===== config.mk =====
export PLATFORM = sky130hd
export DESIGN_NAME = sbs_unit
export DESIGN_NICKNAME = d
export VERILOG_FILES = /design/src/sbs_pkg.sv /design/src/sbs_unit.sv
export VERILOG_INCLUDE_DIRS = /design/src
export SDC_FILE = /design/constraint.sdc
export NUM_CORES = 1
export LEC_CHECK = 0
export ABC_AREA = 1
export CORE_MARGIN = 2
export CORE_UTILIZATION = 45
export CTS_CLUSTER_SIZE = 14
export DETAILED_ROUTE_END_ITERATION = 10
export DONT_BUFFER_PORTS = 1
export HOLD_SLACK_MARGIN = 0.12
export PLACE_DENSITY_LB_ADDON = 0.05
export SETUP_SLACK_MARGIN = 0.3
export SLEW_MARGIN = 20
export SYNTH_ARGS = -nofsm -noshare
export SYNTH_HDL_FRONTEND = slang
export SYNTH_SLANG_ARGS = --single-unit

===== constraint.sdc =====
create_clock -name I_SYS_CLK -period 2.2 [get_ports I_SYS_CLK]
set_input_delay 0.44 -clock I_SYS_CLK [delete_from_list [all_inputs] [get_ports I_SYS_CLK]]
set_output_delay 0.44 -clock I_SYS_CLK [all_outputs]
set_load 0.01 [all_outputs]

===== src/sbs_regs.svh =====
// Register offsets, field positions, reset values and space codes for the
// short floating-point load and atomic byte-set unit.
// Assumes inclusion by bare name from the unit, the checker and the bench.
`ifndef SBS_REGS_SVH
`define SBS_REGS_SVH

// APB register byte offsets
`define SBS_CTRL_OFF        12'h000
`define SBS_STATUS_OFF      12'h004
`define SBS_TRAPCNT_OFF     12'h008
`define SBS_DONECNT_OFF     12'h00c
`define SBS_CTRL_RST        32'h0000_0000
`define SBS_CTRL_SHORT_HW   0
`define SBS_CTRL_LOCK_HOLD  1

// Instruction fields
`define SBS_OP_MEM          2'h3
`define SBS_OP3_BYTESET     6'h0d
`define SBS_OP3_BYTESET_ALT 6'h1d
`define SBS_OP3_DFA         6'h33

// Short load space codes
`define SBS_ASI_FL8_PRI     8'hd0
`define SBS_ASI_FL8_S       8'hd1
`define SBS_ASI_FL16_PRI    8'hd2
`define SBS_ASI_FL16_S      8'hd3
`define SBS_ASI_FL8_PL      8'hd8
`define SBS_ASI_FL8_SL      8'hd9
`define SBS_ASI_FL16_PL     8'hda
`define SBS_ASI_FL16_SL     8'hdb

// Spaces accepted by the alternate byte-set, privileged range bounds and implicit space
`define SBS_ASI_NUC         8'h04
`define SBS_ASI_NUC_L       8'h0c
`define SBS_ASI_AIUP        8'h10
`define SBS_ASI_AIUS        8'h11
`define SBS_ASI_AIUP_L      8'h18
`define SBS_ASI_AIUS_L      8'h19
`define SBS_ASI_REAL        8'h14
`define SBS_ASI_REAL_L      8'h1c
`define SBS_ASI_PRI         8'h80
`define SBS_ASI_SEC         8'h81
`define SBS_ASI_PRI_L       8'h88
`define SBS_ASI_SEC_L       8'h89
`define SBS_ASI_PRIV_LO     8'h30
`define SBS_ASI_PRIV_HI     8'h7f
`define SBS_ASI_IMPLICIT    8'h80

`endif


===== src/sbs_pkg.sv =====
// Types shared by the short load and byte-set unit and its bench.
// Assumes sbs_regs.svh sits in the same folder.
package sbs_pkg;

  typedef enum logic [2:0] {
    SBS_TRAP_NONE     = 3'h0,
    SBS_TRAP_ILLEGAL  = 3'h1,
    SBS_TRAP_FP_OFF   = 3'h2,
    SBS_TRAP_ALIGN    = 3'h3,
    SBS_TRAP_PRIV     = 3'h4,
    SBS_TRAP_DACCESS  = 3'h5
  } sbs_trap_type;

  typedef enum logic [3:0] {
    SBS_ST_IDLE  = 4'b0001,
    SBS_ST_READ  = 4'b0010,
    SBS_ST_WRITE = 4'b0100,
    SBS_ST_DONE  = 4'b1000
  } sbs_state_type;

  // Request to the memory subsystem
  typedef struct packed {
    logic        req;
    logic        we;
    logic        lock;
    logic        half;
    logic [7:0]  asi;
    logic [63:0] addr;
    logic [7:0]  wdata;
  } sbs_mem_req_type;

  // Writeback toward the register files
  typedef struct packed {
    logic        int_we;
    logic        fp_we;
    logic [4:0]  rd;
    logic [63:0] data;
  } sbs_wb_type;

endpackage


===== src/sbs_unit.sv =====
// Short floating-point load and atomic byte-set execution unit.
// Assumes one core clock, a memory port that answers with i_mem_ack and
// an APB master on the same clock.
//
// Added by the designer: the APB slave port and the placing of the registers.
`timescale 1ns/10ps
`default_nettype none
`include "sbs_regs.svh"

// Behaviour
// - Short load fills 64-bit fp register
// - Fpu_off_trap or absent raises fpu_off_trap
// - Byte load zero-fills upper bytes
// - Byte load never misaligned
// - Halfword load zero-fills upper part
// - Odd halfword address traps misaligned
// - Little-endian spaces swap fetched bytes
// - D0 D1 D8 D9 select byte loads
// - D2 D3 select halfword loads
// - Shared opcode split by space only
// - Short loads trap as data access; here only while CTRL bit 0 is clear
// - Byte-set reads byte, writes ones
// - Fetched byte right-justified, zero-filled
// - Read and write are one atomic pair
// - Atomics to one doubleword are serialized
// - Address is sum or signed offset
// - Register form needs bits 12:5 zero
// - Alternate form is op 11, 011101
// - Space from field or space register
// - User mode needs space bit 7 set
// - Privileged mode rejects spaces 30-7F
// - Only listed spaces, else data access
module sbs_unit (
  // Clock and reset
  input  wire  logic                    I_SYS_CLK,
  input  wire  logic                    I_NRST,
  // Instruction issue
  input  wire  logic                    I_INSTR_VALID,
  output logic                          O_INSTR_READY,
  input  wire  logic [31:0]             I_INSTR,
  input  wire  logic [63:0]             I_SRC1_VAL,
  input  wire  logic [63:0]             I_SRC2_VAL,
  // Processor state
  input  wire  logic [7:0]              I_ASI_REG,
  input  wire  logic                    I_PRIVILEGED_MODE_BIT,
  input  wire  logic                    I_FP_REGS_ENABLE_BIT,
  input  wire  logic                    I_FPU_ENABLE_BIT,
  input  wire  logic                    I_FPU_PRESENT,
  // Memory port
  output sbs_pkg::sbs_mem_req_type      O_MEM,
  input  wire  logic                    I_MEM_ACK,
  input  wire  logic [15:0]             I_MEM_RDATA,
  // Completion
  output var   sbs_pkg::sbs_wb_type     O_WB,
  output logic                          O_DONE,
  output logic                          O_UNCLAIMED,
  output logic                          O_TRAP,
  output sbs_pkg::sbs_trap_type         O_TRAP_CAUSE,
  // APB slave
  input  wire  logic                    PSEL,
  input  wire  logic                    PENABLE,
  input  wire  logic                    PWRITE,
  input  wire  logic [11:0]             PADDR,
  input  wire  logic [31:0]             PWDATA,
  output logic [31:0]                   PRDATA,
  output logic                          PREADY,
  output logic                          PSLVERR
);
  import sbs_pkg::*;
  sbs_state_type   state_ff;
  sbs_state_type   nxt_state;
  sbs_mem_req_type mem_ff;
  sbs_wb_type      wb_ff;
  logic            done_ff;
  logic            unclaimed_ff;
  logic            trap_ff;
  sbs_trap_type    cause_ff;
  logic            is_int_ff;
  logic            little_ff;
  logic [4:0]      rd_ff;
  logic [31:0]     ctrl_ff;
  logic [15:0]     trap_cnt_ff;
  logic [15:0]     done_cnt_ff;
  logic [31:0]     prdata_ff;
  sbs_trap_type    last_cause_ff;

  // Decode
  logic        is_mem_op;
  logic [5:0]  op3;
  logic        imm_sel;
  logic [4:0]  rd_field;
  logic [7:0]  imm_asi;
  logic [63:0] simm_ext;
  logic [63:0] eff_addr;
  logic [7:0]  chosen_asi;
  logic        is_byteset;
  logic        is_byteset_alt;
  logic        is_dfa_op;
  logic        is_short;
  logic        short_half;
  logic        short_little;
  logic        asi_listed;
  logic        asi_little;
  logic        take;
  sbs_trap_type trap_sel;

  assign is_mem_op = (I_INSTR[31:30] == `SBS_OP_MEM);
  assign op3       = I_INSTR[24:19];
  assign imm_sel   = I_INSTR[13];
  assign rd_field  = I_INSTR[29:25];
  assign imm_asi   = I_INSTR[12:5];
  assign simm_ext  = {{51{I_INSTR[12]}}, I_INSTR[12:0]};
  assign eff_addr = imm_sel ? (I_SRC1_VAL + simm_ext) : (I_SRC1_VAL + I_SRC2_VAL);
  assign is_byteset     = is_mem_op && (op3 == `SBS_OP3_BYTESET);
  assign is_byteset_alt = is_mem_op && (op3 == `SBS_OP3_BYTESET_ALT);
  assign is_dfa_op      = is_mem_op && (op3 == `SBS_OP3_DFA);
  assign chosen_asi = imm_sel ? I_ASI_REG : imm_asi;
  // Short load claimed by space code alone
  always_comb begin
    is_short     = 1'b0;
    short_half   = 1'b0;
    short_little = 1'b0;
    if (is_dfa_op) begin
      unique case (chosen_asi)
        `SBS_ASI_FL8_PRI, `SBS_ASI_FL8_S: begin
          is_short = 1'b1;
        end
        `SBS_ASI_FL8_PL, `SBS_ASI_FL8_SL: begin
          is_short     = 1'b1;
          short_little = 1'b1;
        end
        `SBS_ASI_FL16_PRI, `SBS_ASI_FL16_S: begin
          is_short   = 1'b1;
          short_half = 1'b1;
        end
        `SBS_ASI_FL16_PL, `SBS_ASI_FL16_SL: begin
          is_short     = 1'b1;
          short_half   = 1'b1;
          short_little = 1'b1;
        end
        default: is_short = 1'b0;
      endcase
    end
  end
  // Accepted spaces for the alternate byte-set
  always_comb begin
    asi_listed = 1'b1;
    asi_little = 1'b0;
    unique case (chosen_asi)
      `SBS_ASI_NUC, `SBS_ASI_AIUP, `SBS_ASI_AIUS, `SBS_ASI_REAL,
      `SBS_ASI_PRI, `SBS_ASI_SEC: begin
        asi_little = 1'b0;
      end
      `SBS_ASI_NUC_L, `SBS_ASI_AIUP_L, `SBS_ASI_AIUS_L, `SBS_ASI_REAL_L,
      `SBS_ASI_PRI_L, `SBS_ASI_SEC_L: begin
        asi_little = 1'b1;
      end
      default: asi_listed = 1'b0;
    endcase
  end
  // Exception priority: encoding, fp, alignment, privilege, space
  always_comb begin
    trap_sel = SBS_TRAP_NONE;
    if (is_byteset) begin
      if (!imm_sel && (imm_asi != 8'h00)) begin
        trap_sel = SBS_TRAP_ILLEGAL;
      end
    end else if (is_byteset_alt) begin
      if (!I_PRIVILEGED_MODE_BIT && !chosen_asi[7]) begin
        trap_sel = SBS_TRAP_PRIV;
      end else if (I_PRIVILEGED_MODE_BIT && (chosen_asi >= `SBS_ASI_PRIV_LO) &&
                   (chosen_asi <= `SBS_ASI_PRIV_HI)) begin
        trap_sel = SBS_TRAP_PRIV;
      end else if (!asi_listed) begin
        trap_sel = SBS_TRAP_DACCESS;
      end
    end else if (is_short) begin
      if (!I_FP_REGS_ENABLE_BIT || !I_FPU_ENABLE_BIT || !I_FPU_PRESENT) begin
        trap_sel = SBS_TRAP_FP_OFF;
      end else if (short_half && eff_addr[0]) begin
        trap_sel = SBS_TRAP_ALIGN;
      end else if (!ctrl_ff[`SBS_CTRL_SHORT_HW]) begin
        trap_sel = SBS_TRAP_DACCESS;
      end
    end
  end
  assign O_INSTR_READY = (state_ff == SBS_ST_IDLE);
  assign take          = I_INSTR_VALID && O_INSTR_READY;
  // Sequencer
  always_comb begin
    nxt_state = state_ff;
    unique case (state_ff)
      SBS_ST_IDLE: begin
        // A trapping instruction never reaches memory
        if (take && (trap_sel == SBS_TRAP_NONE) &&
            (is_byteset || is_byteset_alt || is_short)) begin
          nxt_state = SBS_ST_READ;
        end
      end
      SBS_ST_READ: begin
        if (I_MEM_ACK) begin
          nxt_state = is_int_ff ? SBS_ST_WRITE : SBS_ST_DONE;
        end
      end
      SBS_ST_WRITE: begin
        if (I_MEM_ACK) begin
          nxt_state = SBS_ST_DONE;
        end
      end
      SBS_ST_DONE: begin
        nxt_state = SBS_ST_IDLE;
      end
    endcase
  end
  always_ff @(posedge I_SYS_CLK or negedge I_NRST) begin
    if (!I_NRST) begin
      state_ff <= SBS_ST_IDLE;
    end else begin
      state_ff <= nxt_state;
    end
  end
  // Captured instruction context
  always_ff @(posedge I_SYS_CLK or negedge I_NRST) begin
    if (!I_NRST) begin
      is_int_ff <= 1'b0;
      little_ff <= 1'b0;
      rd_ff     <= 5'h00;
    end else if (take) begin
      is_int_ff <= is_byteset || is_byteset_alt;
      little_ff <= is_short ? short_little : (is_byteset_alt && asi_little);
      rd_ff     <= rd_field;
    end
  end
  // Memory request
  always_ff @(posedge I_SYS_CLK or negedge I_NRST) begin
    if (!I_NRST) begin
      mem_ff <= '0;
    end else begin
      unique case (state_ff)
        SBS_ST_IDLE: begin
          if (nxt_state == SBS_ST_READ) begin
            mem_ff.req   <= 1'b1;
            mem_ff.we    <= 1'b0;
            mem_ff.addr  <= eff_addr;
            mem_ff.half  <= is_short && short_half;
            mem_ff.asi   <= is_byteset ? `SBS_ASI_IMPLICIT : chosen_asi;
            mem_ff.wdata <= 8'h00;
            // Lock held from read to write
            mem_ff.lock  <= is_byteset || is_byteset_alt;
          end
        end
        SBS_ST_READ: begin
          if (I_MEM_ACK && is_int_ff) begin
            mem_ff.we    <= 1'b1;
            mem_ff.wdata <= 8'hff;
          end else if (I_MEM_ACK) begin
            mem_ff <= '0;
          end
        end
        SBS_ST_WRITE: begin
          if (I_MEM_ACK) begin
            mem_ff <= '0;
          end
        end
        SBS_ST_DONE: begin
          mem_ff <= '0;
        end
      endcase
    end
  end
  assign O_MEM = mem_ff;

  // Read data formatting; memory returns the byte at addr in [15:8]
  logic [63:0] fetched;
  always_comb begin
    fetched = 64'h0;
    if (mem_ff.half) begin
      // Halfword in low bits, rest zero
      fetched[15:0] = little_ff ? {I_MEM_RDATA[7:0], I_MEM_RDATA[15:8]} : I_MEM_RDATA;
    end else begin
      fetched[7:0] = I_MEM_RDATA[15:8];
    end
  end

  // Writeback
  always_ff @(posedge I_SYS_CLK or negedge I_NRST) begin
    if (!I_NRST) begin
      wb_ff <= '0;
    end else if ((state_ff == SBS_ST_READ) && I_MEM_ACK) begin
      wb_ff.data   <= fetched;
      wb_ff.rd     <= rd_ff;
      wb_ff.int_we <= 1'b0;
      wb_ff.fp_we  <= !is_int_ff;
    end else if (nxt_state == SBS_ST_DONE && state_ff != SBS_ST_DONE) begin
      // Commit only after the atomic pair has finished
      wb_ff.int_we <= is_int_ff;
      wb_ff.fp_we  <= !is_int_ff;
    end else begin
      wb_ff.int_we <= 1'b0;
      wb_ff.fp_we  <= 1'b0;
    end
  end
  assign O_WB = wb_ff;

  // Completion and trap pulses
  always_ff @(posedge I_SYS_CLK or negedge I_NRST) begin
    if (!I_NRST) begin
      done_ff      <= 1'b0;
      unclaimed_ff <= 1'b0;
      trap_ff      <= 1'b0;
      cause_ff     <= SBS_TRAP_NONE;
    end else begin
      done_ff      <= 1'b0;
      unclaimed_ff <= 1'b0;
      trap_ff      <= 1'b0;
      if (take && (trap_sel != SBS_TRAP_NONE)) begin
        trap_ff  <= 1'b1;
        cause_ff <= trap_sel;
      end else if (take && !(is_byteset || is_byteset_alt || is_short)) begin
        // Block and double alternate loads belong elsewhere
        unclaimed_ff <= 1'b1;
      end else if (state_ff == SBS_ST_DONE) begin
        done_ff  <= 1'b1;
        cause_ff <= SBS_TRAP_NONE;
      end
    end
  end
  assign O_DONE       = done_ff;
  assign O_UNCLAIMED  = unclaimed_ff;
  assign O_TRAP       = trap_ff;
  assign O_TRAP_CAUSE = cause_ff;
  // Statistics
  always_ff @(posedge I_SYS_CLK or negedge I_NRST) begin
    if (!I_NRST) begin
      trap_cnt_ff   <= 16'h0000;
      done_cnt_ff   <= 16'h0000;
      last_cause_ff <= SBS_TRAP_NONE;
    end else begin
      if (trap_ff) begin
        trap_cnt_ff   <= trap_cnt_ff + 16'h0001;
        last_cause_ff <= cause_ff;
      end
      if (done_ff) begin
        done_cnt_ff <= done_cnt_ff + 16'h0001;
      end
    end
  end
  // APB slave: zero wait states, read data latched in the setup cycle, CTRL written in the access cycle
  logic apb_setup;
  logic apb_write;
  logic addr_ok;
  assign apb_setup = PSEL && !PENABLE;
  assign apb_write = PSEL && PENABLE && PWRITE;
  assign addr_ok   = PADDR inside {`SBS_CTRL_OFF, `SBS_STATUS_OFF, `SBS_TRAPCNT_OFF,
                                   `SBS_DONECNT_OFF};
  always_ff @(posedge I_SYS_CLK or negedge I_NRST) begin
    if (!I_NRST) begin
      ctrl_ff <= `SBS_CTRL_RST;
    end else if (apb_write && (PADDR == `SBS_CTRL_OFF)) begin
      ctrl_ff <= {30'h0, PWDATA[1:0]};
    end
  end
  always_ff @(posedge I_SYS_CLK or negedge I_NRST) begin
    if (!I_NRST) begin
      prdata_ff <= 32'h0000_0000;
    end else if (apb_setup) begin
      unique case (PADDR)
        `SBS_CTRL_OFF:    prdata_ff <= ctrl_ff;
        `SBS_STATUS_OFF:  prdata_ff <= {21'h0, last_cause_ff, 4'(state_ff), 4'h0};
        `SBS_TRAPCNT_OFF: prdata_ff <= {16'h0, trap_cnt_ff};
        `SBS_DONECNT_OFF: prdata_ff <= {16'h0, done_cnt_ff};
        default:          prdata_ff <= 32'h0000_0000;
      endcase
    end
  end
  assign PRDATA  = prdata_ff;
  assign PREADY  = 1'b1;
  assign PSLVERR = PSEL && PENABLE && !addr_ok;

endmodule
`default_nettype wire


======== After elaboration in Yosys (flattened, before gate mapping) ========
Cells that the tools add are included.
W data, S select, Z words.
word-level totals
  register bits ........................... 193
  latch bits .............................. 0
  bits in writable memories ............... 0
  ROM bits ................................ 0
  input bits .............................. 239
  output and inout port bits .............. 196
  memories kept ........................... 0
cells by class
  add/sub/neg operators ................... 4
  multiply operators ...................... 0
  div/mod/pow operators ................... 0
  $lt $le $gt $ge ......................... 2
  eq/ne operators ......................... 37
  shift-type cells ........................ 0
  muxes and demuxes ....................... 49
  bitwise operators ....................... 0
  reductions and logical operators ........ 50
operators with widths
  cell                     number
  $pmux W84 S4             1
  $mux W84                 2
  $add A64 B64 Y64         2
  $eq A8 B8 Y1 const B     12
  $mux W74                 1
  $mux W64                 1
  $pmux W16 S4             1
  $eq A8 B5 Y1 const B     6
  $mux W8                  5
  $mux W3                  12
  $add A16 B1 Y16 const B  2
  $eq A12 B4 Y1 const B    2
  $logic_and A1 B1 Y1      23
  $mux W1                  18
  $mux W16                 1
  $mux W4                  4
  $pmux W4 S4              1
  $eq A12 B3 Y1 const B    1
  $logic_not A12 Y1        1
  $reduce_or A12 Y1        1
  $logic_not A1 Y1         10
  $eq A4 B2 Y1 const B     2
  $eq A4 B4 Y1 const B     2
  $eq A8 B3 Y1 const B     1
  other kinds (23)         30

======== Longest topological paths before layout ========
Gate-level depths: netlist (run 1).
  depth after elaboration ................. 20
  mapped depth ............................ 26

======== Least setup slack after synthesis (run 1) ========
No wires, ideal clock.
  path kind ............................... input to register
  from .................................... input I_INSTR[13]
  to ...................................... register mem_ff (netlist bit O_MEM[62])
  arrival ................................. 3281 ps
  setup slack ............................. -1197 ps
  cell stages on the path ................. 23
  path through ............................ inv_2 -> buf_6 -> clkbuf_1 -> clkbuf_1 -> nand2_1 -> nand2_1 -> ha_1 -> inv_1 -> fa_1 -> inv_1 -> nand3_1 -> nand2_1 -> a21oi_1 -> o21ai_0 -> a21oi_1 -> o21ai_0 -> nand2_1 -> nand3_1 -> nand2_1 -> nand3_1 -> nand2_1 -> nand3_1 -> nand2_1
between the ends
  longest elaborated chain between the ends .. 19
  elaborated cells on any way between the ends .. 59
ends and longest elaborated chain
  what                              line             RTL
  start, declared                   sbs_unit.sv:40   input wire logic [31:0] I_INSTR,
  $mux W8                           sbs_unit.sv:117  assign chosen_asi = imm_sel ? I_ASI_REG : imm_asi;
  $eq A8 B8 Y1                      sbs_unit.sv:124  unique case (chosen_asi)
  $reduce_or A4 Y1 (no line)        n/a
  $mux W1                           sbs_unit.sv:124
  $mux W1                           sbs_unit.sv:123  if (is_dfa_op) begin
  $logic_and A1 B1 Y1               sbs_unit.sv:180  end else if (short_half && eff_addr[0]) begin
  $mux W3                           sbs_unit.sv:180
  $mux W3                           sbs_unit.sv:178  if (!I_FP_REGS_ENABLE_BIT || !I_FPU_ENABLE_BIT || !I_FPU_PRESENT) begin
  (+2 left out)                     n/a
  $mux W3                           sbs_unit.sv:164  if (is_byteset) begin
  $logic_not A3 Y1                  sbs_unit.sv:195  if (take && (trap_sel == SBS_TRAP_NONE) &&
  $logic_and A1 B1 Y1 (2 in a row)  sbs_unit.sv:195
  $mux W4                           sbs_unit.sv:195
  $pmux W4 S4                       sbs_unit.sv:192  unique case (state_ff)
  $eq A4 B2 Y1                      sbs_unit.sv:241  if (nxt_state == SBS_ST_READ) begin
  $ne A2 B1 Y1 (no line)            n/a
  $reduce_and A2 Y1 (no line)       n/a
  end, declared                     sbs_unit.sv:72   sbs_mem_req_type mem_ff;
Several ways; a longest one is shown, not always the timed one. The select of a mux whose other input is x is not followed.
A chain may end at the register's enable or synchronous reset.

======== Final worst setup path (run 1) ========
  from .................................... input I_INSTR[12]
  to ...................................... register mem_ff (netlist bit O_MEM[45])
The elaborated chain is that of the path after synthesis.

==> flow_metrics.env, run 1 <==
export IMPL_final_layout_size_suffix_gt1_share_pct=34.6
export IMPL_vias=16916
export IMPL_setup_violations=79
export IMPL_max_freq_ghz=0.393
export IMPL_clock_sinks=177
export IMPL_relSlewSlack_pct=65.4
export IMPL_grt_pass1_wl_um=89900
export IMPL_io_pins=435
export IMPL_ys_ff_latch=177
export IMPL_mostFrequentLayoutCells="nand2_1, buf_4, inv_1"
export IMPL_period_share_pct=116
export IMPL_power_total_mw=11.4
export IMPL_cts_clk_slew_worst_paths_ns=0.07
export IMPL_cts_made_buffers=17
export IMPL_port_buffer_count=0
export IMPL_muxShareOfSynthArea_pct=0.153
export IMPL_num_rows=66
export IMPL_syn2layout_area_growth_pct=43.9
export IMPL_grt_ovfl_total=0
export IMPL_min_path_type="in -> async"
export IMPL_layout_nets=2929
export IMPL_cp_start_kind="input pin"
export IMPL_dieHeight_um=185
export IMPL_finalHoldViolations=177
export IMPL_yosysSeqAreaShare_pct=30.1
export IMPL_design_area_mm2=0.0212
export IMPL_core_area_mm2=0.0324
export IMPL_synthFlopType="dfrtp_1"
export IMPL_rsz0062_at_grt="yes"
export IMPL_cts_htree_levels=4
export IMPL_ys_types=53
export IMPL_crit_type="in -> reg"
export IMPL_syn_avg_cell_area_um2=6.43
export IMPL_hold_buffers=3
export IMPL_status="finished, violations left"
export IMPL_cts_root_buffer="clkbuf_16"
export IMPL_grt_pass1_vias=16145
export IMPL_worst_slew_pin_slew_ns=0.519
export IMPL_dp_hpwl_um=44100
export IMPL_post_route_min_period_ns=2.54
export IMPL_yosys_warnings=0
export IMPL_vias_per_cell=5.49
export IMPL_power_leakage_nw=9.99
export IMPL_die_x_um=185
export IMPL_required_ns=2.54
export IMPL_asyncSetResetFlopFracSynth_pct=100
export IMPL_arrival_ns=2.89
export IMPL_hold_slack_ns=-0.316
export IMPL_start_util_pct=45.4
export IMPL_fin_tns_setup_ns=-11.26
export IMPL_violations="hold timing, setup timing"
export IMPL_mostFrequentLayoutCell="nand2_1"
export IMPL_drv_cap=0
export IMPL_dr_pass1_iters=5
export IMPL_synth_compound_area_share_pct=16.3
export IMPL_critical_path_endpoint_type="flip-flop"
export IMPL_path_max_fanout=6
export IMPL_synth_simple_area_share_pct=33.0
export IMPL_grt_max_degree=178
export IMPL_dpl_instance_area_mm2=0.0176
export IMPL_max_vdd_ir_drop_mv=0.561
export IMPL_grt_usage_pct=34.4
export IMPL_drt_iter0_markers=1361
export IMPL_setup_ws_ns=-0.344
export IMPL_antenna_found_initial=1
export IMPL_synthAdderAreaFrac_pct=5.66
export IMPL_synth_top_family_by_area="simple AND/OR/NAND/NOR gates"
export IMPL_drt_wirelength_per_cell_um=20.4
export IMPL_finalMaxSlewViolations=0
export IMPL_finalWirelength_um=62700
export IMPL_fillerInstances=2914
export IMPL_synth_edf_count=0
export IMPL_netlist_area_mm2=0.0147
export IMPL_dp_worst_setup_slack_ns=-1.19
export IMPL_die_area_mm2=0.0342
export IMPL_ant_nets=0
export IMPL_gp_congestion=0.972
export IMPL_insertion_delay_ns=0.46
export IMPL_cts_tree="built"
export IMPL_utilization_pct=65.4
export IMPL_fin_skew_ns=0.0144
export IMPL_remaining_drc_errors=0
export IMPL_synth_xor_xnor_area_share_pct=1.96
export IMPL_synthCells=2289
export IMPL_cts_max_path_buffers=2
export IMPL_power_density_mw_per_mm2=541
-- Yosys cell counts (9+ instances only) --
cell	n	area [um2]
or2_2	9	56.3
o21ai_0	229	1150
a31oi_1	9	56.3
o22ai_1	14	87.6
a21oi_1	118	591
nand3_1	176	881
nand2_2	13	81.3
clkbuf_1	58	218
xor2_1	26	228
buf_4	72	541
nor3_1	23	115
nand2_1	718	2700
inv_1	256	961
dfrtp_1	176	4400
ha_1	65	813
nor2_1	168	631
nand4_1	26	163
o21bai_1	17	128
-- registers in the layout, summed over array words and instances (netlist names) --
signal         cells
O_MEM             84
O_UNCLAIMED        1
O_WB              23
little_ff          1
PRDATA            16
O_TRAP_CAUSE       3
ctrl_ff            2
last_cause_ff      3
rd_ff              5
done_cnt_ff       16
O_DONE             1
state_ff           4
is_int_ff          1
O_TRAP             1
trap_cnt_ff       16
-- path summary, 6_finish.rpt --
| kind | startpoint | to | slack (ns) | depth (start not counted) |
|---|---|---|---|---|
| max | I_INSTR[12] | O_MEM[45] | -0.34 | 21 |
| min | I_NRST | O_WB[5] | -0.32 | 0 |
| max reg2reg | state_ff[0] | O_MEM[43] | -0.15 | 14 |
| min reg2reg | trap_cnt_ff[15] | trap_cnt_ff[15] | 0.47 | 1 |
| max in group asynchronous | I_NRST | state_ff[0] | 2.20 | 0 |
| min in group I_SYS_CLK | I_INSTR[25] | rd_ff[0] | 0.14 | 2 |
-- repair_timing --
action | CTS | global route
pin swaps | 58 | 121
buffers inserted | 27 | 23
setup endpoints to repair | 88 | 95
gates cloned | 6 | 9
hold endpoints to repair | 180 | 177
gates resized for setup | 290 | 295
-- power by group --
group | total (mW) | internal, mW | switching [mW]
clock | 3.05 | 1.59 | 1.45
sequential | 4.02 | 3.52 | 0.508
combinational | 4.37 | 2.03 | 2.34
total | 11.4 | 7.14 | 4.30
-- through the flow --
stage | hold WS, ns | cells
after CTS | -0.333 | 3046
after global placement | 0.148 | 2979
after detailed placement | 0.148 | 2979
final | -0.316 | 3079
after global routing | -0.336 | 3079
after floorplan | 0.144 | 2352
-- cell families (layout without fill, tap and decap cells) --
group / Yosys count / in the layout
AO/OA/AOI/OAI: 437 / 437
XOR/XNOR: 33 / 33
adder cells (fa/ha/maj): 66 / 66
buffers and inverters: 409 / 693
flip-flops: 177 / 177
multiplexers: 2 / 2
other: 2 / 66
AND/OR/NAND/NOR: 1163 / 1163
-- metal layers --
metal  share of wire [%]  global-route usage, %  wire length (um)
met5                   0                      0                 0
met4                 4.1                   13.4              2580
met3                 7.6                   5.92              4770
met2                  48                   59.9             30300
met1                  40                   42.4             25000
-- worst max-delay path, stage by stage --
cell and delay (ns):
nand2_8 0.14, buf_12 0.17, buf_8 0.14, nand2_2 0.07, ha_4 0.33, nand2_4 0.10
nor2_4 0.15, inv_1 0.09, nor2_1 0.13, inv_1 0.10, nor2_4 0.11, inv_2 0.05
o21bai_4 0.21, buf_6 0.12, nand2_1 0.07, nand2_1 0.07, nand2_1 0.06, nand3_2 0.09
o21ai_1 0.07, nand3_1 0.08, nand2_1 0.05
-- final cells by class --
class,count,area [um2],share of cell area (%)
tap,442,553,2.61
timing repair buffer,394,3410,16.1
timing repair inverter,3,38.8,0.183
inverter,265,1030,4.85
clock buffer,20,447,2.11
antenna,1,2.50,0.0118
multi-input combinational,1766,11100,52.7
sequential,177,4430,20.9
clock inverter,11,108,0.508
Power figures use the tool's default switching activity.
==> run 2, diff against run 1 <==
--- a/config.mk
+++ b/config.mk
@@ -6,7 +6,6 @@
 export SDC_FILE = /design/constraint.sdc
 export NUM_CORES = 1
 export LEC_CHECK = 0
-export ABC_AREA = 1
 export CORE_MARGIN = 2
 export CORE_UTILIZATION = 45
 export CTS_CLUSTER_SIZE = 14
@@ -14,6 +13,7 @@
 export DONT_BUFFER_PORTS = 1
 export HOLD_SLACK_MARGIN = 0.12
 export PLACE_DENSITY_LB_ADDON = 0.05
+export RECOVER_POWER = 25
 export SETUP_SLACK_MARGIN = 0.3
 export SLEW_MARGIN = 20
 export SYNTH_ARGS = -nofsm -noshare
==> run 2 against run 1 <==
  * The flow still finishes with violations (hold timing, setup timing)
  * Die area shrank 15%
  * Register-to-register slack gained 0.22 ns
  * First-iteration DRC count decreased by 50%
  * Via count decreased by 31%
  * Final cell count fell by 30%
  * Synthesized cell count down 36%
  * Wire length decreased by 34%
  * Clock skew decreased by 0.0048 ns
  * Setup slack lost 0.55 ns
  * Cell area is 18% lower
  * Critical path depth is 5 lower
  * Critical path type unchanged
  * Largest power group unchanged
==> flow_metrics.env, run 2 <==
export IMPL_cts_htree_levels=4
export IMPL_grt_max_degree=178
export IMPL_vias=11714
export IMPL_cts_max_path_buffers=2
export IMPL_critical_path_endpoint_type="flip-flop"
export IMPL_syn_avg_cell_area_um2=8.57
export IMPL_netlist_area_mm2=0.0125
export IMPL_setup_violations=62
export IMPL_insertion_delay_ns=0.45
export IMPL_post_route_min_period_ns=3.09
export IMPL_drt_iter0_markers=684
export IMPL_dieHeight_um=171
export IMPL_synthCells=1460
export IMPL_core_area_mm2=0.0276
export IMPL_worst_slew_pin_slew_ns=0.751
export IMPL_cp_top_family="compound AO/OA/AOI/OAI gates"
export IMPL_intPower_mw=9.24
export IMPL_max_freq_ghz=0.323
export IMPL_crit_chain="nand2_8, buf_16, o21ai_1, ha_1, buf_4, a21oi_4, o21ai_2, a31oi_4, nor3_2, or4b_4, o21a_4, o41ai_4, buf_4, o21bai_2, mux2i_1, a32o_1"
export IMPL_hold_slack_ns=-0.316
export IMPL_min_path_type="in -> async"
export IMPL_remaining_drc_errors=0
export IMPL_synth_area_leaders="dfrtp_1, ha_1, o21ai_0"
export IMPL_crit_path_top_delay_cell="or4b_4"
export IMPL_ant_nets=0
export IMPL_relSlewSlack_pct=49.7
export IMPL_pwr_share_comb_pct=45.1
export IMPL_final_layout_size_suffix_gt1_share_pct=35.4
export IMPL_status="finished, violations left"
export IMPL_cts_made_buffers=17
export IMPL_netSwitchingFraction_pct=39.5
export IMPL_yosys_warnings=0
export IMPL_path_buf_inv=3
export IMPL_asyncSetResetFlopFracSynth_pct=100
export IMPL_start_util_pct=45.4
export IMPL_pwr_share_seq_pct=34.0
export IMPL_p_sw_mw=6.05
export IMPL_ys_ff_latch=177
export IMPL_io_pins=435
export IMPL_rsz0062_at_grt="yes"
export IMPL_utilization_pct=63.4
export IMPL_num_rows=61
export IMPL_dp_worst_setup_slack_ns=-1.47
export IMPL_cpPeakStageDelay_ns=0.55
export IMPL_arrival_ns=3.42
export IMPL_finalWirelength_um=41500
export IMPL_crit_top_cell="buf_4"
export IMPL_cp_start_kind="input pin"
export IMPL_die_x_um=171
export IMPL_drv_cap=0
export IMPL_power_density_mw_per_mm2=876
export IMPL_finalHoldViolations=177
export IMPL_dp_hpwl_um=29600
export IMPL_yosysTopAreaCell="dfrtp_1"
export IMPL_fin_tns_setup_ns=-28.16
export IMPL_die_area_mm2=0.0292
export IMPL_mostFrequentLayoutCell="buf_4"
export IMPL_power_leakage_nw=8.39
export IMPL_required_ns=2.53
export IMPL_grt_pass1_wl_um=61600
export IMPL_vias_per_cell=5.43
export IMPL_path_max_fanout=80
export IMPL_grt_usage_pct=27.1
export IMPL_synth_common_cells="dfrtp_1, nand2_1, o21ai_0"
export IMPL_violations="hold timing, setup timing"
export IMPL_port_buffer_count=0
export IMPL_synth_edf_count=0
export IMPL_setup_ws_ns=-0.895
export IMPL_fin_skew_ns=0.00965
export IMPL_clock_sinks=177
export IMPL_yosys_area_top_type_share_pct=35.2
export IMPL_finalMaxSlewViolations=0
export IMPL_mostFrequentLayoutCells="buf_4, dfrtp_1, nand2_1"
export IMPL_grt_ovfl_total=0
export IMPL_dr_pass1_iters=4
export IMPL_cts_tree="built"
export IMPL_drt_wirelength_per_cell_um=19.2
export IMPL_grt_pass1_vias=11472
export IMPL_synth_most_common_cell="dfrtp_1"
export IMPL_max_vdd_ir_drop_mv=0.550
export IMPL_clkPwrFrac_pct=20.9
export IMPL_cts_clk_slew_worst_paths_ns=0.07
export IMPL_cts_root_buffer="clkbuf_16"
export IMPL_ys_types=83
export IMPL_largest_reg_flops=84
export IMPL_yosysSeqAreaShare_pct=35.4
export IMPL_synthFlopType="dfrtp_1"
export IMPL_syn2layout_area_growth_pct=39.4
export IMPL_layout_nets=2072
export IMPL_crit_type="in -> reg"
export IMPL_gp_congestion=0.930
export IMPL_period_share_pct=141
export IMPL_antenna_found_initial=1
## run 2: final timing paths
path	endpoint	startpoint	slack, ns	depth (start not counted)
setup reg to reg	O_MEM[80]	state_ff[3]	0.07	12
setup / recovery	O_MEM[68]	I_INSTR[13]	-0.89	16
hold / removal	O_WB[12]	I_NRST	-0.32	0
hold reg to reg	done_cnt_ff[15]	done_cnt_ff[15]	0.47	1
max in group asynchronous	O_MEM[7]	I_NRST	2.20	0
min in group I_SYS_CLK	ctrl_ff[1]	PWDATA[1]	0.15	1
## run 2: cell type report
cell class	instances	area, um2
Inverter	82	310
Timing Repair Buffer	363	3230
Clock inverter	14	170
Antenna cell	1	2.50
Multi-Input combinational cell	1126	8420
Tap cell	378	473
Clock buffer	17	425
Sequential cell	177	4430
Fill cell	2379	10100
## run 2: per-stage QoR
stage	total power [mW]	area, um2	instances
6_report	15.3	17500	2158
3_5_place_dp	10.4	14700	2035
4_1_cts	14.3	16500	2117
3_3_place_gp	10.3	14700	2035
2_1_floorplan	8.35	13000	1523
5_1_grt	16.2	17500	2157
## run 2: repair_timing
item,4_1_cts,5_1_grt
gates cloned,4,3
endpoints found under the setup margin,84,86
setup buffers,47,37
pin swaps,71,86
gates resized for setup,184,141
endpoints found under the hold margin,177,177
## run 2: metal layers
metal / GRT usage, % / wire, um / vias to the layer above
met2: 45.8 / 20300 / 392
met5: 0 / 0 / -
li1: - / - / 5628
met1: 32.2 / 16700 / 5614
met3: 8.14 / 3080 / 80
met4: 11.0 / 1470 / 0
## run 2: cell families after synthesis
family,share of synthesized area [%]
flip-flops,35.4
buffers and inverters,8.93
multiplexers,6.05
XOR/XNOR,6.09
AND/OR/NAND/NOR,15.2
other,0.0600
AO/OA/AOI/OAI,21.6
adder cells (fa/ha/maj),6.66
## run 2: power groups by stage
stage / combinational, mW / clock (mW) / sequential, mW
floorplan: 3.47 / 0 / 4.88
global placement: 5.09 / 0 / 5.21
detailed placement: 5.16 / 0 / 5.22
CTS: 5.91 / 3.27 / 5.16
global route: 7.47 / 3.39 / 5.29
finish: 6.90 / 3.19 / 5.20
